<file path="src/shared/dsti_pkg.sv">
// Package: register map, field layouts and constants for drive supervision
package dsti_pkg;

	// Register byte offsets
	localparam logic [7:0] OFF_CTRL     = 8'h00;
	localparam logic [7:0] OFF_PEAK     = 8'h04;
	localparam logic [7:0] OFF_ESTOPCUR = 8'h08;
	localparam logic [7:0] OFF_JITTER   = 8'h0c;
	localparam logic [7:0] OFF_ACK      = 8'h10;
	localparam logic [7:0] OFF_STATUS   = 8'h14;
	localparam logic [7:0] OFF_IRQSTAT  = 8'h18;
	localparam logic [7:0] OFF_IRQMASK  = 8'h1c;
	localparam logic [7:0] OFF_CURRENT  = 8'h20;

	// Control register fields
	localparam int CTRL_RANGE3A  = 0;
	localparam int CTRL_EMODE_LO = 1;
	localparam int CTRL_PITCH_LO = 3;
	localparam int CTRL_DIRNEG   = 5;
	localparam int CTRL_EM_TYPE  = 8;
	localparam int CTRL_EM_PROF  = 9;
	localparam int CTRL_EM_SENS  = 10;
	localparam int CTRL_WM_SENS  = 11;

	// Current in milliamps
	localparam logic [15:0] CUR_CEIL_2A = 16'h07d0;
	localparam logic [15:0] CUR_CEIL_3A = 16'h0bb8;

	// Pole pitch in micrometres
	localparam logic [15:0] PITCH_1MM_UM = 16'h03e8;
	localparam logic [15:0] PITCH_2MM_UM = 16'h07d0;
	localparam logic [15:0] PITCH_5MM_UM = 16'h1388;

	// Reset values
	localparam logic [31:0] RST_CTRL     = 32'h0000_0000;
	localparam logic [15:0] RST_PEAK     = 16'h0bb8;
	localparam logic [15:0] RST_ESTOPCUR = 16'h0000;
	// Default intervals: 1 ms each at 25 MHz
	localparam int          CLK_HZ       = 25_000_000;
	localparam int          JITTER_US    = 1000;
	localparam logic [23:0] RST_JITTER   = 24'(longint'(JITTER_US) * CLK_HZ / 1_000_000);
	localparam int          ACK_US       = 1000;
	localparam logic [23:0] RST_ACK      = 24'(longint'(ACK_US) * CLK_HZ / 1_000_000);

	// Interrupt bit positions
	localparam int IRQ_STATE   = 0;
	localparam int IRQ_ERROR   = 1;
	localparam int IRQ_WARN    = 2;
	localparam int IRQ_INPOS   = 3;
	localparam int IRQ_W       = 4;

	typedef enum logic [1:0] {
		EMODE_OFF    = 2'h0,
		EMODE_FREEZE = 2'h1,
		EMODE_SET    = 2'h2
	} dsti_emode_t;

	typedef enum logic [1:0] {
		PITCH_1MM = 2'h0,
		PITCH_2MM = 2'h1,
		PITCH_5MM = 2'h2
	} dsti_pitch_t;

	// Wishbone classic request
	typedef struct packed {
		logic        cyc;
		logic        stb;
		logic        we;
		logic [7:0]  adr;
		logic [3:0]  sel;
		logic [31:0] dat;
	} dsti_wb_req_t;

	// Fault sensing from the motor side
	typedef struct packed {
		logic typeMismatch;
		logic profileMissing;
		logic sensorAbsent;
		logic sensorMisMount;
	} dsti_faults_t;

endpackage

</file>
<file path="src/rtl/dsti_supervisor.sv">
// Drive supervision: current limits, fault masks, e-stop, encoder setup, state inputs, acknowledge
// How it works
// (RULE_01) Range bit picks 3 A else 2 A
// (RULE_02) Lower programmed peak limit further clamps current
// (RULE_03) Motor type fault errors only when masked in
// (RULE_04) Profile missing fault gated by error mask
// (RULE_05) Stop mode off drives zero current
// (RULE_06) Stop mode freeze latches present current
// (RULE_07) Stop mode set drives emergency current
// (RULE_08) Emergency current visible only in set mode
// (RULE_09) Pitch 1, 2 or 5 mm scales position
// (RULE_10) Direction setting picks sine or cosine lead
// (RULE_11) Sensor absent fault gated by error mask
// (RULE_12) Sensor mounting warning gated, never error
// (RULE_13) Controller presents four-bit state code
// (RULE_14) New code adopted only after stable interval
// (RULE_15) In-position low for acknowledge interval after command
// (RULE_16) In-position high after interval and target reached
// (RULE_17) Any input change restarts stability count
// (RULE_18) Intervals counted in programmed clock cycles
//
// Added by the designer: the register addresses and the Wishbone slave port.
module dsti_supervisor #(
	parameter int CNT_W = 24
) (
	input  wire logic                   ref_clk,
	input  wire logic                   rst_n,
	input  wire dsti_pkg::dsti_wb_req_t wbReq,
	output logic [31:0]                 wbDatO,
	output logic                        wbAck,
	output logic                        irq,
	input  wire logic [3:0]             stateSel,
	input  wire logic                   cmdDone,
	input  wire logic                   targetReached,
	input  wire logic                   estop,
	input  wire dsti_pkg::dsti_faults_t faults,
	input  wire logic [15:0]            currentReq,
	input  wire logic                   sinLead,
	output logic [15:0]                 currentOut,
	output logic [15:0]                 pitchUm,
	output logic                        dirOutward,
	output logic [3:0]                  stateCode,
	output logic                        inPosition,
	output logic                        errorState,
	output logic                        warnActive
);
	import dsti_pkg::*;

	logic [31:0]      ctrl_q;
	logic [15:0]      peak_q, estopCur_q, frozen_q, curOut_q;
	logic [CNT_W-1:0] jitter_q, ackTime_q, stabCnt_q, ackCnt_q;
	logic [3:0]       sel1_q, sel2_q, selPrev_q, state_q;
	logic [3:0]       flt1_q, flt2_q;
	logic             estop1_q, estop2_q, estopPrev_q;
	logic             done1_q, done2_q, tgt1_q, tgt2_q, sin1_q, sin2_q;
	logic             inPos_q, wbAck_q, ackRun_q;
	logic [31:0]      rdData_q;
	logic [IRQ_W-1:0] irqStat_q, irqMask_q;

	// Pin inputs except currentReq pass two flip-flops before use
	always_ff @(posedge ref_clk or negedge rst_n) begin
		if (!rst_n) begin
			sel1_q   <= 4'h0;
			sel2_q   <= 4'h0;
			flt1_q   <= 4'h0;
			flt2_q   <= 4'h0;
			estop1_q <= 1'b0;
			estop2_q <= 1'b0;
			done1_q  <= 1'b0;
			done2_q  <= 1'b0;
			tgt1_q   <= 1'b0;
			tgt2_q   <= 1'b0;
			sin1_q   <= 1'b0;
			sin2_q   <= 1'b0;
		end else begin
			sel1_q   <= stateSel;
			sel2_q   <= sel1_q;
			flt1_q   <= faults;
			flt2_q   <= flt1_q;
			estop1_q <= estop;
			estop2_q <= estop1_q;
			done1_q  <= cmdDone;
			done2_q  <= done1_q;
			tgt1_q   <= targetReached;
			tgt2_q   <= tgt1_q;
			sin1_q   <= sinLead;
			sin2_q   <= sin1_q;
		end
	end

	// Bus decode
	wire         busReq   = wbReq.cyc & wbReq.stb & ~wbAck_q;
	wire         busWr    = busReq & wbReq.we;
	wire         wrCtrl   = busWr & (wbReq.adr == OFF_CTRL);
	wire         wrPeak   = busWr & (wbReq.adr == OFF_PEAK);
	wire         wrEstop  = busWr & (wbReq.adr == OFF_ESTOPCUR);
	wire         wrJitter = busWr & (wbReq.adr == OFF_JITTER);
	wire         wrAck    = busWr & (wbReq.adr == OFF_ACK);
	wire         wrIrqSt  = busWr & (wbReq.adr == OFF_IRQSTAT);
	wire         wrIrqMk  = busWr & (wbReq.adr == OFF_IRQMASK);
	wire [31:0]  byteMask = {{8{wbReq.sel[3]}}, {8{wbReq.sel[2]}}, {8{wbReq.sel[1]}}, {8{wbReq.sel[0]}}};
	wire [31:0]  wrMerge  = (ctrl_q & ~byteMask) | (wbReq.dat & byteMask);

	// Configuration decode
	wire          range3A   = ctrl_q[CTRL_RANGE3A];
	dsti_emode_t  emode;
	dsti_pitch_t  pitchSel;
	assign emode    = dsti_emode_t'(ctrl_q[CTRL_EMODE_LO +: 2]);
	assign pitchSel = dsti_pitch_t'(ctrl_q[CTRL_PITCH_LO +: 2]);

	// Current limiting
	wire [15:0] rangeCeil = range3A ? CUR_CEIL_3A : CUR_CEIL_2A; // RULE_01
	wire [15:0] limit     = (peak_q < rangeCeil) ? peak_q : rangeCeil; // RULE_02
	wire [15:0] clamped   = (currentReq > limit) ? currentReq - (currentReq - limit) : currentReq;
	wire        estopRise = estop2_q & ~estopPrev_q;

	// Fault masking; sensing arrives through the synchroniser
	wire typeF = flt2_q[3];
	wire profF = flt2_q[2];
	wire sensF = flt2_q[1];
	wire mntW  = flt2_q[0];
	wire errNow  = (typeF & ctrl_q[CTRL_EM_TYPE])       // RULE_03
		| (profF & ctrl_q[CTRL_EM_PROF])                  // RULE_04
		| (sensF & ctrl_q[CTRL_EM_SENS]);                 // RULE_11
	wire warnNow = mntW & ctrl_q[CTRL_WM_SENS];         // RULE_12

	// Emergency stop current selection
	logic [15:0] curNext;
	always_comb begin
		if (!estop2_q) begin
			curNext = clamped;
		end else begin
			case (emode)
				EMODE_OFF:    curNext = 16'h0000; // RULE_05
				EMODE_FREEZE: curNext = estopRise ? curOut_q : frozen_q; // RULE_06
				EMODE_SET:    curNext = estopCur_q; // RULE_07
				default:      curNext = 16'h0000;
			endcase
		end
	end

	always_ff @(posedge ref_clk or negedge rst_n) begin
		if (!rst_n) begin
			curOut_q    <= 16'h0000;
			frozen_q    <= 16'h0000;
			estopPrev_q <= 1'b0;
		end else begin
			curOut_q    <= curNext;
			estopPrev_q <= estop2_q;
			if (estopRise) begin
				frozen_q <= curOut_q; // RULE_06
			end
		end
	end

	// Encoder setup
	always_comb begin
		case (pitchSel)
			PITCH_1MM: pitchUm = PITCH_1MM_UM; // RULE_09
			PITCH_2MM: pitchUm = PITCH_2MM_UM;
			PITCH_5MM: pitchUm = PITCH_5MM_UM;
			default:   pitchUm = PITCH_1MM_UM;
		endcase
	end
	// Outward stroke when sine leads for positive, cosine leads for negative
	assign dirOutward = sin2_q ^ ctrl_q[CTRL_DIRNEG]; // RULE_10

	// State-select debounce
	wire selChanged = (sel2_q != selPrev_q); // RULE_17
	wire stable     = (stabCnt_q >= jitter_q); // RULE_18
	wire adopt      = stable & ~selChanged & (sel2_q != state_q); // RULE_14

	always_ff @(posedge ref_clk or negedge rst_n) begin
		if (!rst_n) begin
			selPrev_q <= 4'h0;
			stabCnt_q <= '0;
			state_q   <= 4'h0;
		end else begin
			selPrev_q <= sel2_q;
			if (selChanged) begin
				stabCnt_q <= '0; // RULE_17
			end else if (!stable) begin
				stabCnt_q <= stabCnt_q + 1'b1;
			end
			if (adopt) begin
				state_q <= sel2_q; // RULE_14
			end
		end
	end

	// Acknowledge timer on in-position
	wire ackExpired = ackRun_q & (ackCnt_q >= ackTime_q); // RULE_18
	always_ff @(posedge ref_clk or negedge rst_n) begin
		if (!rst_n) begin
			ackCnt_q <= '0;
			ackRun_q <= 1'b0;
			inPos_q  <= 1'b0;
		end else begin
			if (done2_q) begin
				ackCnt_q <= '0;
				ackRun_q <= 1'b1;
				inPos_q  <= 1'b0; // RULE_15
			end else begin
				if (ackRun_q && !ackExpired) begin
					ackCnt_q <= ackCnt_q + 1'b1;
				end
				inPos_q <= ackExpired & tgt2_q; // RULE_16
			end
		end
	end

	// Interrupt events: set wins over write-one-to-clear
	wire [IRQ_W-1:0] irqEv;
	assign irqEv[IRQ_STATE] = adopt;
	assign irqEv[IRQ_ERROR] = errNow & ~errorState;
	assign irqEv[IRQ_WARN]  = warnNow & ~warnActive;
	assign irqEv[IRQ_INPOS] = ackExpired & tgt2_q & ~inPos_q;
	wire [IRQ_W-1:0] irqClr = wrIrqSt ? wbReq.dat[IRQ_W-1:0] : '0;

	// Register file and read mux
	logic [31:0] rdMux;
	always_comb begin
		case (wbReq.adr)
			OFF_CTRL:     rdMux = ctrl_q;
			OFF_PEAK:     rdMux = {16'h0000, peak_q};
			// Hidden unless set-current mode is chosen
			OFF_ESTOPCUR: rdMux = (emode == EMODE_SET) ? {16'h0000, estopCur_q} : 32'h0000_0000; // RULE_08
			OFF_JITTER:   rdMux = 32'(jitter_q);
			OFF_ACK:      rdMux = 32'(ackTime_q);
			OFF_STATUS:   rdMux = {20'h00000, warnActive, errorState, inPos_q, estop2_q, state_q, flt2_q};
			OFF_IRQSTAT:  rdMux = 32'(irqStat_q);
			OFF_IRQMASK:  rdMux = 32'(irqMask_q);
			OFF_CURRENT:  rdMux = {16'h0000, curOut_q};
			default:      rdMux = 32'h0000_0000;
		endcase
	end

	always_ff @(posedge ref_clk or negedge rst_n) begin
		if (!rst_n) begin
			ctrl_q     <= RST_CTRL;
			peak_q     <= RST_PEAK;
			estopCur_q <= RST_ESTOPCUR;
			jitter_q   <= CNT_W'(RST_JITTER);
			ackTime_q  <= CNT_W'(RST_ACK);
			irqStat_q  <= '0;
			irqMask_q  <= '0;
			wbAck_q    <= 1'b0;
			rdData_q   <= 32'h0000_0000;
			errorState <= 1'b0;
			warnActive <= 1'b0;
		end else begin
			wbAck_q    <= busReq;
			rdData_q   <= busReq ? rdMux : 32'h0000_0000;
			errorState <= errNow;
			warnActive <= warnNow;
			irqStat_q  <= (irqStat_q & ~irqClr) | irqEv;
			if (wrCtrl) begin
				ctrl_q <= wrMerge;
			end
			if (wrPeak) begin
				peak_q <= wbReq.dat[15:0];
			end
			if (wrEstop && emode == EMODE_SET) begin
				estopCur_q <= wbReq.dat[15:0]; // RULE_08
			end
			if (wrJitter) begin
				jitter_q <= wbReq.dat[CNT_W-1:0];
			end
			if (wrAck) begin
				ackTime_q <= wbReq.dat[CNT_W-1:0];
			end
			if (wrIrqMk) begin
				irqMask_q <= wbReq.dat[IRQ_W-1:0];
			end
		end
	end

	assign wbAck      = wbAck_q;
	assign wbDatO     = rdData_q;
	assign irq        = |(irqStat_q & irqMask_q);
	assign currentOut = curOut_q;
	assign stateCode  = state_q;
	assign inPosition = inPos_q;
endmodule

</file>
<file path="config.mk">
export PLATFORM = sky130hd
export DESIGN_NAME = dsti_supervisor
export DESIGN_NICKNAME = d
export VERILOG_FILES = /design/src/shared/dsti_pkg.sv /design/src/rtl/dsti_supervisor.sv
export SDC_FILE = /design/constraint.sdc
export NUM_CORES = 1
export LEC_CHECK = 0
export ABC_AREA = 1
export BUFFER_PORTS_ARGS = -buffer_cell sky130_fd_sc_hd__buf_2
export CAP_MARGIN = 15
export CORE_UTILIZATION = 55
export DETAILED_ROUTE_END_ITERATION = 16
export HOLD_SLACK_MARGIN = 0.02
export PLACE_DENSITY_LB_ADDON = 0.05
export SYNTH_ARGS = -nofsm -noshare
export SYNTH_HDL_FRONTEND = slang
export SYNTH_SLANG_ARGS = --single-unit
</file>
<file path="constraint.sdc">
create_clock -name ref_clk -period 5.9 [get_ports ref_clk]
set_clock_uncertainty 0.2 [all_clocks]
set_input_delay 0.59 -clock ref_clk [delete_from_list [all_inputs] [get_ports ref_clk]]
set_output_delay 0.59 -clock ref_clk [all_outputs]
set_load 0.005 [all_outputs]
</file>
# [Word level (Yosys, flattened, before mapping)]
# Cells that the tools add are included.
[totals] mem_count=0 ram_bits=0 latch_bits=0 output_inout_bits=74 register_bits=270 elab_cells=116 rom_bits=0
[op_classes] n_mul=0 shifts=0 reduce_logical=6 n_addsub=4 mux=16 order_cmp=4 eq_ne=15 bitwise=39 div=0
[op_table] cell="$pmux W32 S9" n=1
[op_table] cell="$mux W24" n=4
[op_table] cell="$mux W16" n=5
[op_table] cell="$and A32 B32 Y32" n=2
[op_table] cell="$add A24 B1 Y24 const B" n=2
[op_table] cell="$ge A24 B24 Y1" n=2
[op_table] cell="$eq A8 B5 Y1 const B" n=4
[op_table] cell="$mux W32" n=1
[op_table] cell="$not A32 Y32" n=1
[op_table] cell="$or A32 B32 Y32" n=1
[op_table] cell="$pmux W16 S2" n=1
[op_table] cell="$sub A16 B16 Y16" n=2
[op_table] cell="$pmux W13 S2" n=1
[op_table] cell="$and A1 B1 Y1" n=22
[op_table] cell="$eq A8 B4 Y1 const B" n=2
[op_table] cell="$gt A16 B16 Y1" n=1
[op_table] cell="$lt A16 B12 Y1" n=1
[op_table] cell="$mux W12" n=1
[op_table] cell="$and A4 B4 Y4" n=2
[op_table] cell="$eq A8 B3 Y1 const B" n=1
[op_table] cell="$eq A8 B6 Y1 const B" n=1
[op_table] cell="$logic_not A8 Y1" n=1
[op_table] cell="$ne A4 B4 Y1" n=2
[op_table] cell="$not A1 Y1" n=6
[op_table] cell="other kinds (13)" n=17

# [Depth between registers and ports, before layout]
# Gate-level depths: netlist (run 1).
[logic_depth] ltp_word=8 ltp_mapped=25 mapped_depth_nobuf=23

# [Worst setup path before layout (run 1)]
# No wires, ideal clock.
[synth_timing] path_type="register -> register" start="register (tool-made name)" end="register curOut_q[10], in the netlist currentOut[10]" path_stages_with_launch=17 synth_period_minus_slack_ps=3181 arrival_ps=2863 setup_ps=118 required_time_ps=5582 setup_slack_ps=2719 cell_sequence="dfrtp_1 inv_1 ha_1 a211oi_1 nand2_1 clkbuf_1 o21ai_0 ha_1 a21oi_1 nand2_1 a21oi_1 nand2_1 nand2_1 buf_2 nand2_1 nand3_1 nand2_1"
[synth_lines] item="end signal, assigned" line_no="dsti_supervisor.sv:148" text="curOut_q <= curNext;"
[synth_lines] item="end, declared" line_no="dsti_supervisor.sv:50" text="logic [15:0] peak_q, estopCur_q, frozen_q, curOut_q;"

==> metrics.md, run 1 <==
| Metric | Value |
|---|---|
| Post-Layout Cell Count | `2,536` |
| Die Y | `169 um` |
| Worst-margin pin slew | `1.15 ns` |
| Remaining Overflow, GRT | `0` |
| Final WS setup | `1.95 ns` |
| Initial Util | `0.567` |
| CP Max Fanout | `16` |
| First-pass GRT wire length | `68,900 um` |
| Layout cell share with drive strength beyond 1 | `0.112` |
| Drt via density | `5.38` |
| Initial antenna violation count | `1` |
| DRC viols | `0` |
| Arrival @ worst endpoint | `4.20 ns` |
| Worst-case reg-to-reg path depth | `21` |
| Post-Place Cells | `2,468` |
| R2R setup slack | `1.95 ns` |
| Commonest cells post-synth | `597 x nand2_1, 253 x inv_1, 251 x dfrtp_1` |
| Dominant synthesized flop cell | `dfrtp_1` |
| Clock H-tree levels | `1` |
| YS warnings | `0` |
| Pin count of the biggest net entering global routing | `161` |
| Top-Level Pins | `151` |
| Type of origin of the critical path | `register` |
| # rows | `60` |
| Fin crit period | `3.95 ns` |
| Syn Inst Count | `2,007` |
| Hold crit path type | `in2reg` |
| Leak Pwr | `9.09 nW` |
| Synth top area share | `0.408` |
| Post-DP HPWL | `31,600 um` |
| Post-DRT Antenna Nets | `0` |
| Worst EP required | `6.15 ns` |
| Root Buffer | `clkbuf_16` |
| Hold Crit Depth | `2` |
| CTS tree | `built` |
| DIE WIDTH | `169 um` |
| PD cells | `253 mW/mm^2` |
| Rel. slew slack | `0.229` |
| Num Clock Sinks | `270` |
| Post-CTS Setup Repair Bufs | `0` |
| Core area | `0.0272 sq mm` |
| Number of synthesized flops with an enable pin | `0` |
| Via Count | `13,700` |
| VDD IR max | `0.254 mV` |
| Pins over their slew limit | `0` |
| Async set-reset flop share out of synthesis | `1.00` |
| Area grow syn2layout | `13.5%` |
| Top cells by area, synth | `dfrtp_1 41%, nand2_1 15%, ha_1 7.6%, inv_1 6.2%, nand3_1 5.6%` |
| Register area share after synthesis | `0.440` |
| Num CTS Buffers | `30` |
| Die Area | `0.0287 sq mm` |
| Initial drt markers | `1,187` |
| Dpl ws | `2.05 ns` |
| Max Cap Violations | `0` |
| Tcrit/Tclk final | `0.670` |
| Worst r2r dst | `currentOut[11]` |
| Final nets | `2,311` |
| Routability cong. | `0.945` |
| Area leader, netlist | `dfrtp_1` |
| Post-Route Setup TNS | `0 ns` |
| Total Power | `4.43 mW` |
| Synth Register Bits | `270` |
| Status | `finished, final reports clean` |
| Area of the mapped netlist | `0.0154 sq mm` |
| Highest clock rate | `253 MHz` |
| Filler instances | `2,471` |
| Detailed Route WL | `43,400 um` |
| Drt wl/cell | `17.1 um` |
| Final hold vios | `0` |
| GRT Overall Usage | `0.307` |
| Drt pass-1 iters | `5` |
| ANT cells | `0` |
| Worst-path clk slew | `0.06 ns` |
| HP Start | `wbReq[28]` |
| Worst-skew pair later-pin latency | `0.55 ns` |
| Top-count cell post-synth | `nand2_1` |
| PortBufs | `140` |
| Clock tree buffer depth | `3` |
| Final setup fails | `0` |
| Vias in the first global route | `12,900` |
| Unrepaired setup endpoints after global routing | `no` |
| Critical setup path kind | `reg2reg` |
| Critical Path End Type | `register` |
| Netlist cell types | `42` |
| Syn Area/Cell | `7.67 sq um` |
[cells by family (layout without fill, tap and decap cells)]
logic type | after synthesis | count (layout) | synth area share
xor+xnor | 47 | 47 | 0.0267
fa+ha+maj | 93 | 93 | 0.0756
other cells | 2 | 19 | 0.000488
flops | 270 | 270 | 0.440
simple gates | 991 | 991 | 0.269
compound gates | 259 | 259 | 0.0943
buf+inv | 337 | 477 | 0.0878
mux | 8 | 8 | 0.00585
[stage by stage]
| stage | util | cell area, sq um | hold slack, ns |
|---|---|---|---|
| after floorplan | - | 15500 | 0.0944 |
| after global placement | 0.601 | 16300 | 0.132 |
| after detailed placement | 0.601 | 16300 | 0.135 |
| after CTS | 0.643 | 17500 | 0.0479 |
| after global routing | 0.643 | 17500 | 0.0556 |
| final | 0.643 | 17500 | 0.0652 |
[worst max-delay path: stages, from the launching register on]
cell,delay [ns]
dfrtp_1,0.42
inv_1,0.13
ha_1,0.30
nand2_1,0.04
nor2_1,0.11
o21ai_0,0.08
o21ai_0,0.07
nand2_1,0.09
nand2_1,0.30
nand2_1,0.15
o21ai_0,0.20
ha_1,0.33
a21oi_1,0.14
nor2_1,0.06
nor2_1,0.09
nand2_1,0.06
nand2_1,0.07
nand2_1,0.23
nand2_1,0.50
nand2_1,0.12
nand3_1,0.11
nand2_1,0.05
[what timing repair did]
action | in CTS | in global routing
hold buffers | 13 | 0
resized for setup | 0 | 0
endpoints found under the hold margin | 118 | 0
[routing by layer]
layer / vias up / global-route usage / routed length, um / share of wire
met2: 470 / 0.468 / 19000 / 0.44
met1: 6403 / 0.438 / 19700 / 0.45
met5: - / 0 / 0 / 0
met4: 0 / 0.0866 / 1220 / 0.028
met3: 79 / 0.0709 / 3480 / 0.080
li1: 6701 / - / - / -
[placed cells by master, fill, tap and decap left out, types with 43 or more instances in the layout]
| master | netlist | routed |
|---|---|---|
| nor2_1 | 143 | 143 |
| nand2_1 | 597 | 597 |
| ha_1 | 93 | 93 |
| nand4_1 | 43 | 43 |
| buf_2 | 25 | 139 |
| nand3_1 | 171 | 171 |
| inv_1 | 253 | 253 |
| dfrtp_1 | 251 | 251 |
| a21oi_1 | 56 | 56 |
| o21ai_0 | 128 | 128 |
[layout make-up]
class,instances,area [sq um],share of cell area
repair buffers,163,928,0.0531
clock inverters,8,97.6,0.00558
well taps,372,465,0.0266
clock buffers,47,906,0.0518
inverters,259,972,0.0556
multi-input cells,1417,7330,0.419
flip-flops and latches,270,6780,0.388
[power by group]
part           internal (mW)  switching, mW  total [mW]
Sequential              1.91         0.0583        1.97
Clock                   1.14          0.759        1.89
Combinational          0.187          0.373       0.560
Total                   3.24           1.19        4.43
[worst max path at each step]
stage	from	slack, ns	cells past startpoint	end
final	register	1.95	21	currentOut[11]
after CTS	register	2.01	21	currentOut[14]
after floorplan	register	2.72	16	currentOut[10]
after detailed placement	register	2.05	21	currentOut[14]
after global placement	register	2.18	23	currentOut[11]
after global routing	register	1.52	19	currentOut[2]
(Power assumes the default switching activity.)
==> run 2: changes to the inputs <==
--- a/config.mk
+++ b/config.mk
@@ -8,7 +8,7 @@
 export ABC_AREA = 1
 export BUFFER_PORTS_ARGS = -buffer_cell sky130_fd_sc_hd__buf_2
 export CAP_MARGIN = 15
-export CORE_UTILIZATION = 55
+export CORE_UTILIZATION = 54
 export DETAILED_ROUTE_END_ITERATION = 16
 export HOLD_SLACK_MARGIN = 0.02
 export PLACE_DENSITY_LB_ADDON = 0.05
==> constraint.sdc (replaced) <==
create_clock -name ref_clk -period 3.62 [get_ports ref_clk]
set_clock_uncertainty 0.2 [all_clocks]
set_input_delay 0.362 -clock ref_clk [delete_from_list [all_inputs] [get_ports ref_clk]]
set_output_delay 0.362 -clock ref_clk [all_outputs]
set_load 0.005 [all_outputs]
==> run 2 against run 1 <==
Sequential share of layout area decreased by 1.5 points; routed wire length increased by 2.6%; final cell count increased by 2.8%; power increased by 65%.
==> metrics.md, run 2 (synthesized netlist as in run 1, its figures left out) <==
| Metric | Value |
|---|---|
| Met1 usage | `0.437` |
| Initial Util | `0.551` |
| Critical setup path kind | `reg2reg` |
| Post-route cell area | `0.0182 sq mm` |
| DRC viols | `0` |
| Final nets | `2,376` |
| Pins over their slew limit | `0` |
| Vias in the first global route | `12,900` |
| Area grow syn2layout | `18.1%` |
| Remaining Overflow, GRT | `0` |
| Post-DRT Antenna Nets | `0` |
| First-pass GRT wire length | `69,400 um` |
| Drt pass-1 iters | `6` |
| Met2 Track Usage GR | `0.480` |
| Worst-margin pin slew | `1.05 ns` |
| Initial antenna violation count | `0` |
| GR peak layer | `met2` |
| Met3 GRT Util | `0.0546` |
| Sequential Area | `0.00678 sq mm` |
| Arrival @ worst endpoint | `3.71 ns` |
| Max Cap Violations | `0` |
| Hold crit path type | `in2reg` |
| # rows | `61` |
| CTS tree | `built` |
| Status | `finished, final reports clean` |
| Num CTS Buffers | `31` |
| Final setup fails | `0` |
| Clock H-tree levels | `1` |
| PD cells | `401 mW/mm^2` |
| Post-Route Setup TNS | `0 ns` |
| Post-DP HPWL | `32,300 um` |
| Routability cong. | `0.910` |
| Drt via density | `5.37` |
| Detailed Route WL | `44,500 um` |
| Leak Pwr | `9.40 nW` |
| Worst-path clk slew | `0.06 ns` |
| Unrepaired setup endpoints after global routing | `yes` |
| Clock tree buffer depth | `3` |
| Worst EP required | `3.86 ns` |
| DIE WIDTH | `171 um` |
| Fin crit period | `3.47 ns` |
| Root Buffer | `clkbuf_16` |
| Dpl cell area | `0.0165 sq mm` |
| Post-Place Cells | `2,493` |
| Type of origin of the critical path | `register` |
| Most common cell after layout, fill and taps aside | `nand2_1` |
| Rel. slew slack | `0.300` |
| Highest clock rate | `288 MHz` |
| Die Area | `0.0292 sq mm` |
| Tcrit/Tclk final | `0.958` |
| Worst-skew pair later-pin latency | `0.56 ns` |
| Final hold vios | `0` |
| Drt wl/cell | `17.1 um` |
| Fin util | `0.651` |
| Via Count | `14,000` |
| Pin count of the biggest net entering global routing | `103` |
| Top-Level Pins | `151` |
| Post-Layout Cell Count | `2,608` |
| Most frequent cells in the layout | `595 x nand2_1, 252 x inv_1, 251 x dfrtp_1` |
| ANT cells | `0` |
| Core area | `0.0279 sq mm` |
| Initial drt markers | `1,225` |
| Die Y | `171 um` |
| Layout cell share with drive strength beyond 1 | `0.130` |
| PortBufs | `140` |
| GRT Overall Usage | `0.307` |
| Num Clock Sinks | `270` |
| Filler instances | `2,522` |
| CP Max Fanout | `7` |
| VDD IR max | `0.351 mV` |
| Worst hold slack | `0.0398 ns` |
| Critical Path End Type | `register` |
| Multi-input logic area | `0.00740 sq mm` |
-- run 2: path summary, 6_finish.rpt --
| path | from | to | slack (ns) | cells after the start |
|---|---|---|---|---|
| max | register | currentOut[8] | 0.15 | 21 |
| min | wbReq[10] | register | 0.04 | 3 |
| max reg2reg | register | currentOut[8] | 0.15 | 21 |
| min reg2reg | flt1_q[3] | flt2_q[3] | 0.15 | 0 |
| max in group asynchronous | rst_n | peak_q[8] | 2.05 | 3 |
| min in group asynchronous | rst_n | wbDatO[31] | 0.20 | 2 |
-- run 2: cell type report --
cell class	instances	area share
clock buffer	48	0.0522
tap	378	0.0260
timing repair buffer	227	0.0844
clock inverter	9	0.00440
sequential	270	0.373
multi-input combinational	1417	0.407
inverter	259	0.0534
-- run 2: worst max-delay path: stages, from the launching register on --
cell and delay (ns):
dfrtp_1 0.42, inv_2 0.09, ha_1 0.29, nand2_1 0.06
nor2_1 0.04, o21ai_0 0.09, o21ai_0 0.12, nand2_1 0.12
nand2_2 0.12, buf_4 0.21, nor2_2 0.15, inv_1 0.09
ha_2 0.38, nand2_1 0.12, o21bai_2 0.24, nand2_1 0.11
nand2_1 0.07, nand2_1 0.04, nand2_1 0.12, nand3_1 0.10
nand3_1 0.11, nand2_1 0.05
-- run 2: where the power goes --
part / total (mW) / internal [mW] / switching, mW
Sequential: 3.21 / 3.12 / 0.0921
Clock: 3.10 / 1.86 / 1.24
Combinational: 0.989 / 0.359 / 0.631
Total: 7.30 / 5.34 / 1.96
-- run 2: per-stage QoR --
stage	power, mW	worst slack (ns)
CTS	7.32	0.0278
global route	7.61	-0.0779
finish	7.30	0.151
floorplan	3.80	0.439
detailed placement	4.17	-0.0537
global placement	4.16	0.0542
-- run 2: timing repair --
item	in CTS	in global routing
setup buffers	0	1
endpoints found under the hold margin	195	0
hold buffers	57	0
resized for setup	2	28
endpoints found under the setup margin	16	16
-- run 2: routing by layer --
layer	wire, um	share of wire
met5	0	0
met4	1010	0.023
met3	3740	0.084
met2	20000	0.45
met1	19700	0.44
==> run 3: changes to the inputs <==
--- a/config.mk
+++ b/config.mk
@@ -12,6 +12,7 @@
 export DETAILED_ROUTE_END_ITERATION = 16
 export HOLD_SLACK_MARGIN = 0.02
 export PLACE_DENSITY_LB_ADDON = 0.05
+export SETUP_SLACK_MARGIN = 0.5
 export SYNTH_ARGS = -nofsm -noshare
 export SYNTH_HDL_FRONTEND = slang
 export SYNTH_SLANG_ARGS = --single-unit
==> run 3 against run 2 <==
Worst hold slack improved by 0.0035 ns; clock power decreased by 5%; critical path depth increased by 1; setup slack improved by 0.16 ns; power increased by 1.7%; clock-buffer cell count decreased by 1; non-clock buffer count increased by 28; die area unchanged; sequential power about the same; first-iteration DRC count increased by 11%; combinational power increased by 26%.
==> metrics.md, run 3 (synthesized netlist as in run 1, its figures left out) <==
| Metric | Value |
|---|---|
| Met3 GRT Util | `0.0382` |
| HP Start | `wbReq[10]` |
| Initial Util | `0.551` |
| Area grow syn2layout | `23.9%` |
| Remaining Overflow, GRT | `0` |
| Worst hold slack | `0.0433 ns` |
| CTS tree | `built` |
| # rows | `61` |
| Worst EP required | `3.86 ns` |
| Detailed Route WL | `46,200 um` |
| Final setup fails | `0` |
| Most frequent cells in the layout | `548 x nand2_1, 250 x dfrtp_1, 248 x inv_1` |
| PD cells | `389 mW/mm^2` |
| Fin crit period | `3.31 ns` |
| GR peak layer | `met2` |
| Highest clock rate | `302 MHz` |
| Routability cong. | `0.923` |
| Die Y | `171 um` |
| Most common cell after layout, fill and taps aside | `nand2_1` |
| Drt via density | `5.43` |
| Type of origin of the critical path | `register` |
| Via Count | `14,300` |
| Worst r2r dst | `currentOut[0]` |
| Critical setup path kind | `reg2reg` |
| Final hold vios | `0` |
| CP Max Fanout | `8` |
| Drt pass-1 iters | `6` |
| Final nets | `2,403` |
| Rel. slew slack | `0.269` |
| Post-DP HPWL | `32,700 um` |
| Status | `finished, final reports clean` |
| Total Power | `7.43 mW` |
| Worst-case reg-to-reg path depth | `22` |
| Arrival @ worst endpoint | `3.55 ns` |
| Multi-input logic area | `0.00807 sq mm` |
| Sequential Area | `0.00678 sq mm` |
| Post-DRT Antenna Nets | `0` |
| Clock H-tree levels | `1` |
| Num Clock Sinks | `270` |
| Worst-path clk slew | `0.06 ns` |
| Root Buffer | `clkbuf_16` |
| PortBufs | `140` |
| Critical Path End Type | `register` |
| Initial antenna violation count | `0` |
| Hold Crit Depth | `3` |
| Unrepaired setup endpoints after global routing | `yes` |
| Worst-skew pair later-pin latency | `0.56 ns` |
| Fin util | `0.683` |
| Hold crit path type | `in2reg` |
| GRT Overall Usage | `0.317` |
| Clock tree buffer depth | `3` |
| Initial drt markers | `1,359` |
| R2R setup slack | `0.31 ns` |
| DRC viols | `0` |
| First-pass GRT wire length | `71,600 um` |
| Layout cell share with drive strength beyond 1 | `0.186` |
| Num CTS Buffers | `30` |
| Met2 Track Usage GR | `0.509` |
| Tcrit/Tclk final | `0.916` |
| Die Area | `0.0292 sq mm` |
| DIE WIDTH | `171 um` |
| Top-Level Pins | `151` |
| Pin count of the biggest net entering global routing | `99` |
| VDD IR max | `0.332 mV` |
| Worst-margin pin slew | `1.09 ns` |
| Leak Pwr | `9.67 nW` |
| Filler instances | `2,406` |
| Max Cap Violations | `0` |
| Met1 usage | `0.456` |
| Drt wl/cell | `17.5 um` |
| Vias in the first global route | `13,500` |
| Core area | `0.0279 sq mm` |
| Pins over their slew limit | `0` |
-- run 3: through the flow --
stage / area [sq um] / TNS, ns / std cells / worst slack [ns]
floorplan: 15500 / 0 / 2024 / 0.527
global placement: 16500 / 0 / 2497 / 0.0227
detailed placement: 16500 / -0.0362 / 2497 / -0.0362
CTS: 18700 / 0 / 2625 / 0.459
global route: 19100 / 0 / 2635 / 0.151
finish: 19100 / 0 / 2637 / 0.306
-- run 3: area by class of cell --
class                      instances  area share
antenna                            2    0.000262
clock buffer                      47      0.0475
clock inverter                     9     0.00256
inverter                         259      0.0512
multi-input combinational       1417       0.423
sequential                       270       0.356
tap                              378      0.0248
timing repair buffer             255      0.0950
-- run 3: timing repair --
item | CTS | global route
hold buffers | 56 | 0
endpoints found under the hold margin | 187 | 0
endpoints found under the setup margin | 16 | 16
cloned | 1 | 1
pin swaps | 28 | 41
resized for setup | 102 | 84
buffers inserted | 15 | 9
-- run 3: power by group --
part           switching, mW  total [mW]  internal, mW
logic                  0.752        1.25         0.499
registers             0.0970        3.22          3.12
clock network           1.25        2.96          1.71
-- run 3: worst max-delay path by stage --
stage               cells after the start              to     start
floorplan                              16  currentOut[10]  register
detailed placement                     17  currentOut[14]  register
finish                                 22   currentOut[0]  register
global placement                       21  currentOut[14]  register
CTS                                    23  currentOut[12]  register
global route                           22   currentOut[6]  register
-- run 3: worst max-delay path, stage by stage, from the launching register on --
cell,delay [ns]
dfrtp_2,0.44
inv_4,0.07
ha_4,0.26
nand2_2,0.04
nor2_2,0.12
o21ai_1,0.08
o21ai_1,0.11
nand2_2,0.14
nand2_8,0.15
buf_6,0.12
nor2_1,0.06
buf_4,0.16
ha_4,0.26
nand2_1,0.06
nor2_1,0.14
nand2_1,0.11
nor2_2,0.18
inv_2,0.07
nand2_4,0.09
buf_12,0.14
nand2_4,0.05
nand3_4,0.09
nand2_1,0.06
-- run 3: routing by layer --
layer / up-vias / wire [um]
li1: 6889 / -
met1: 6791 / 20500
met2: 560 / 21200
met3: 80 / 3430
met4: 0 / 1090
met5: - / 0
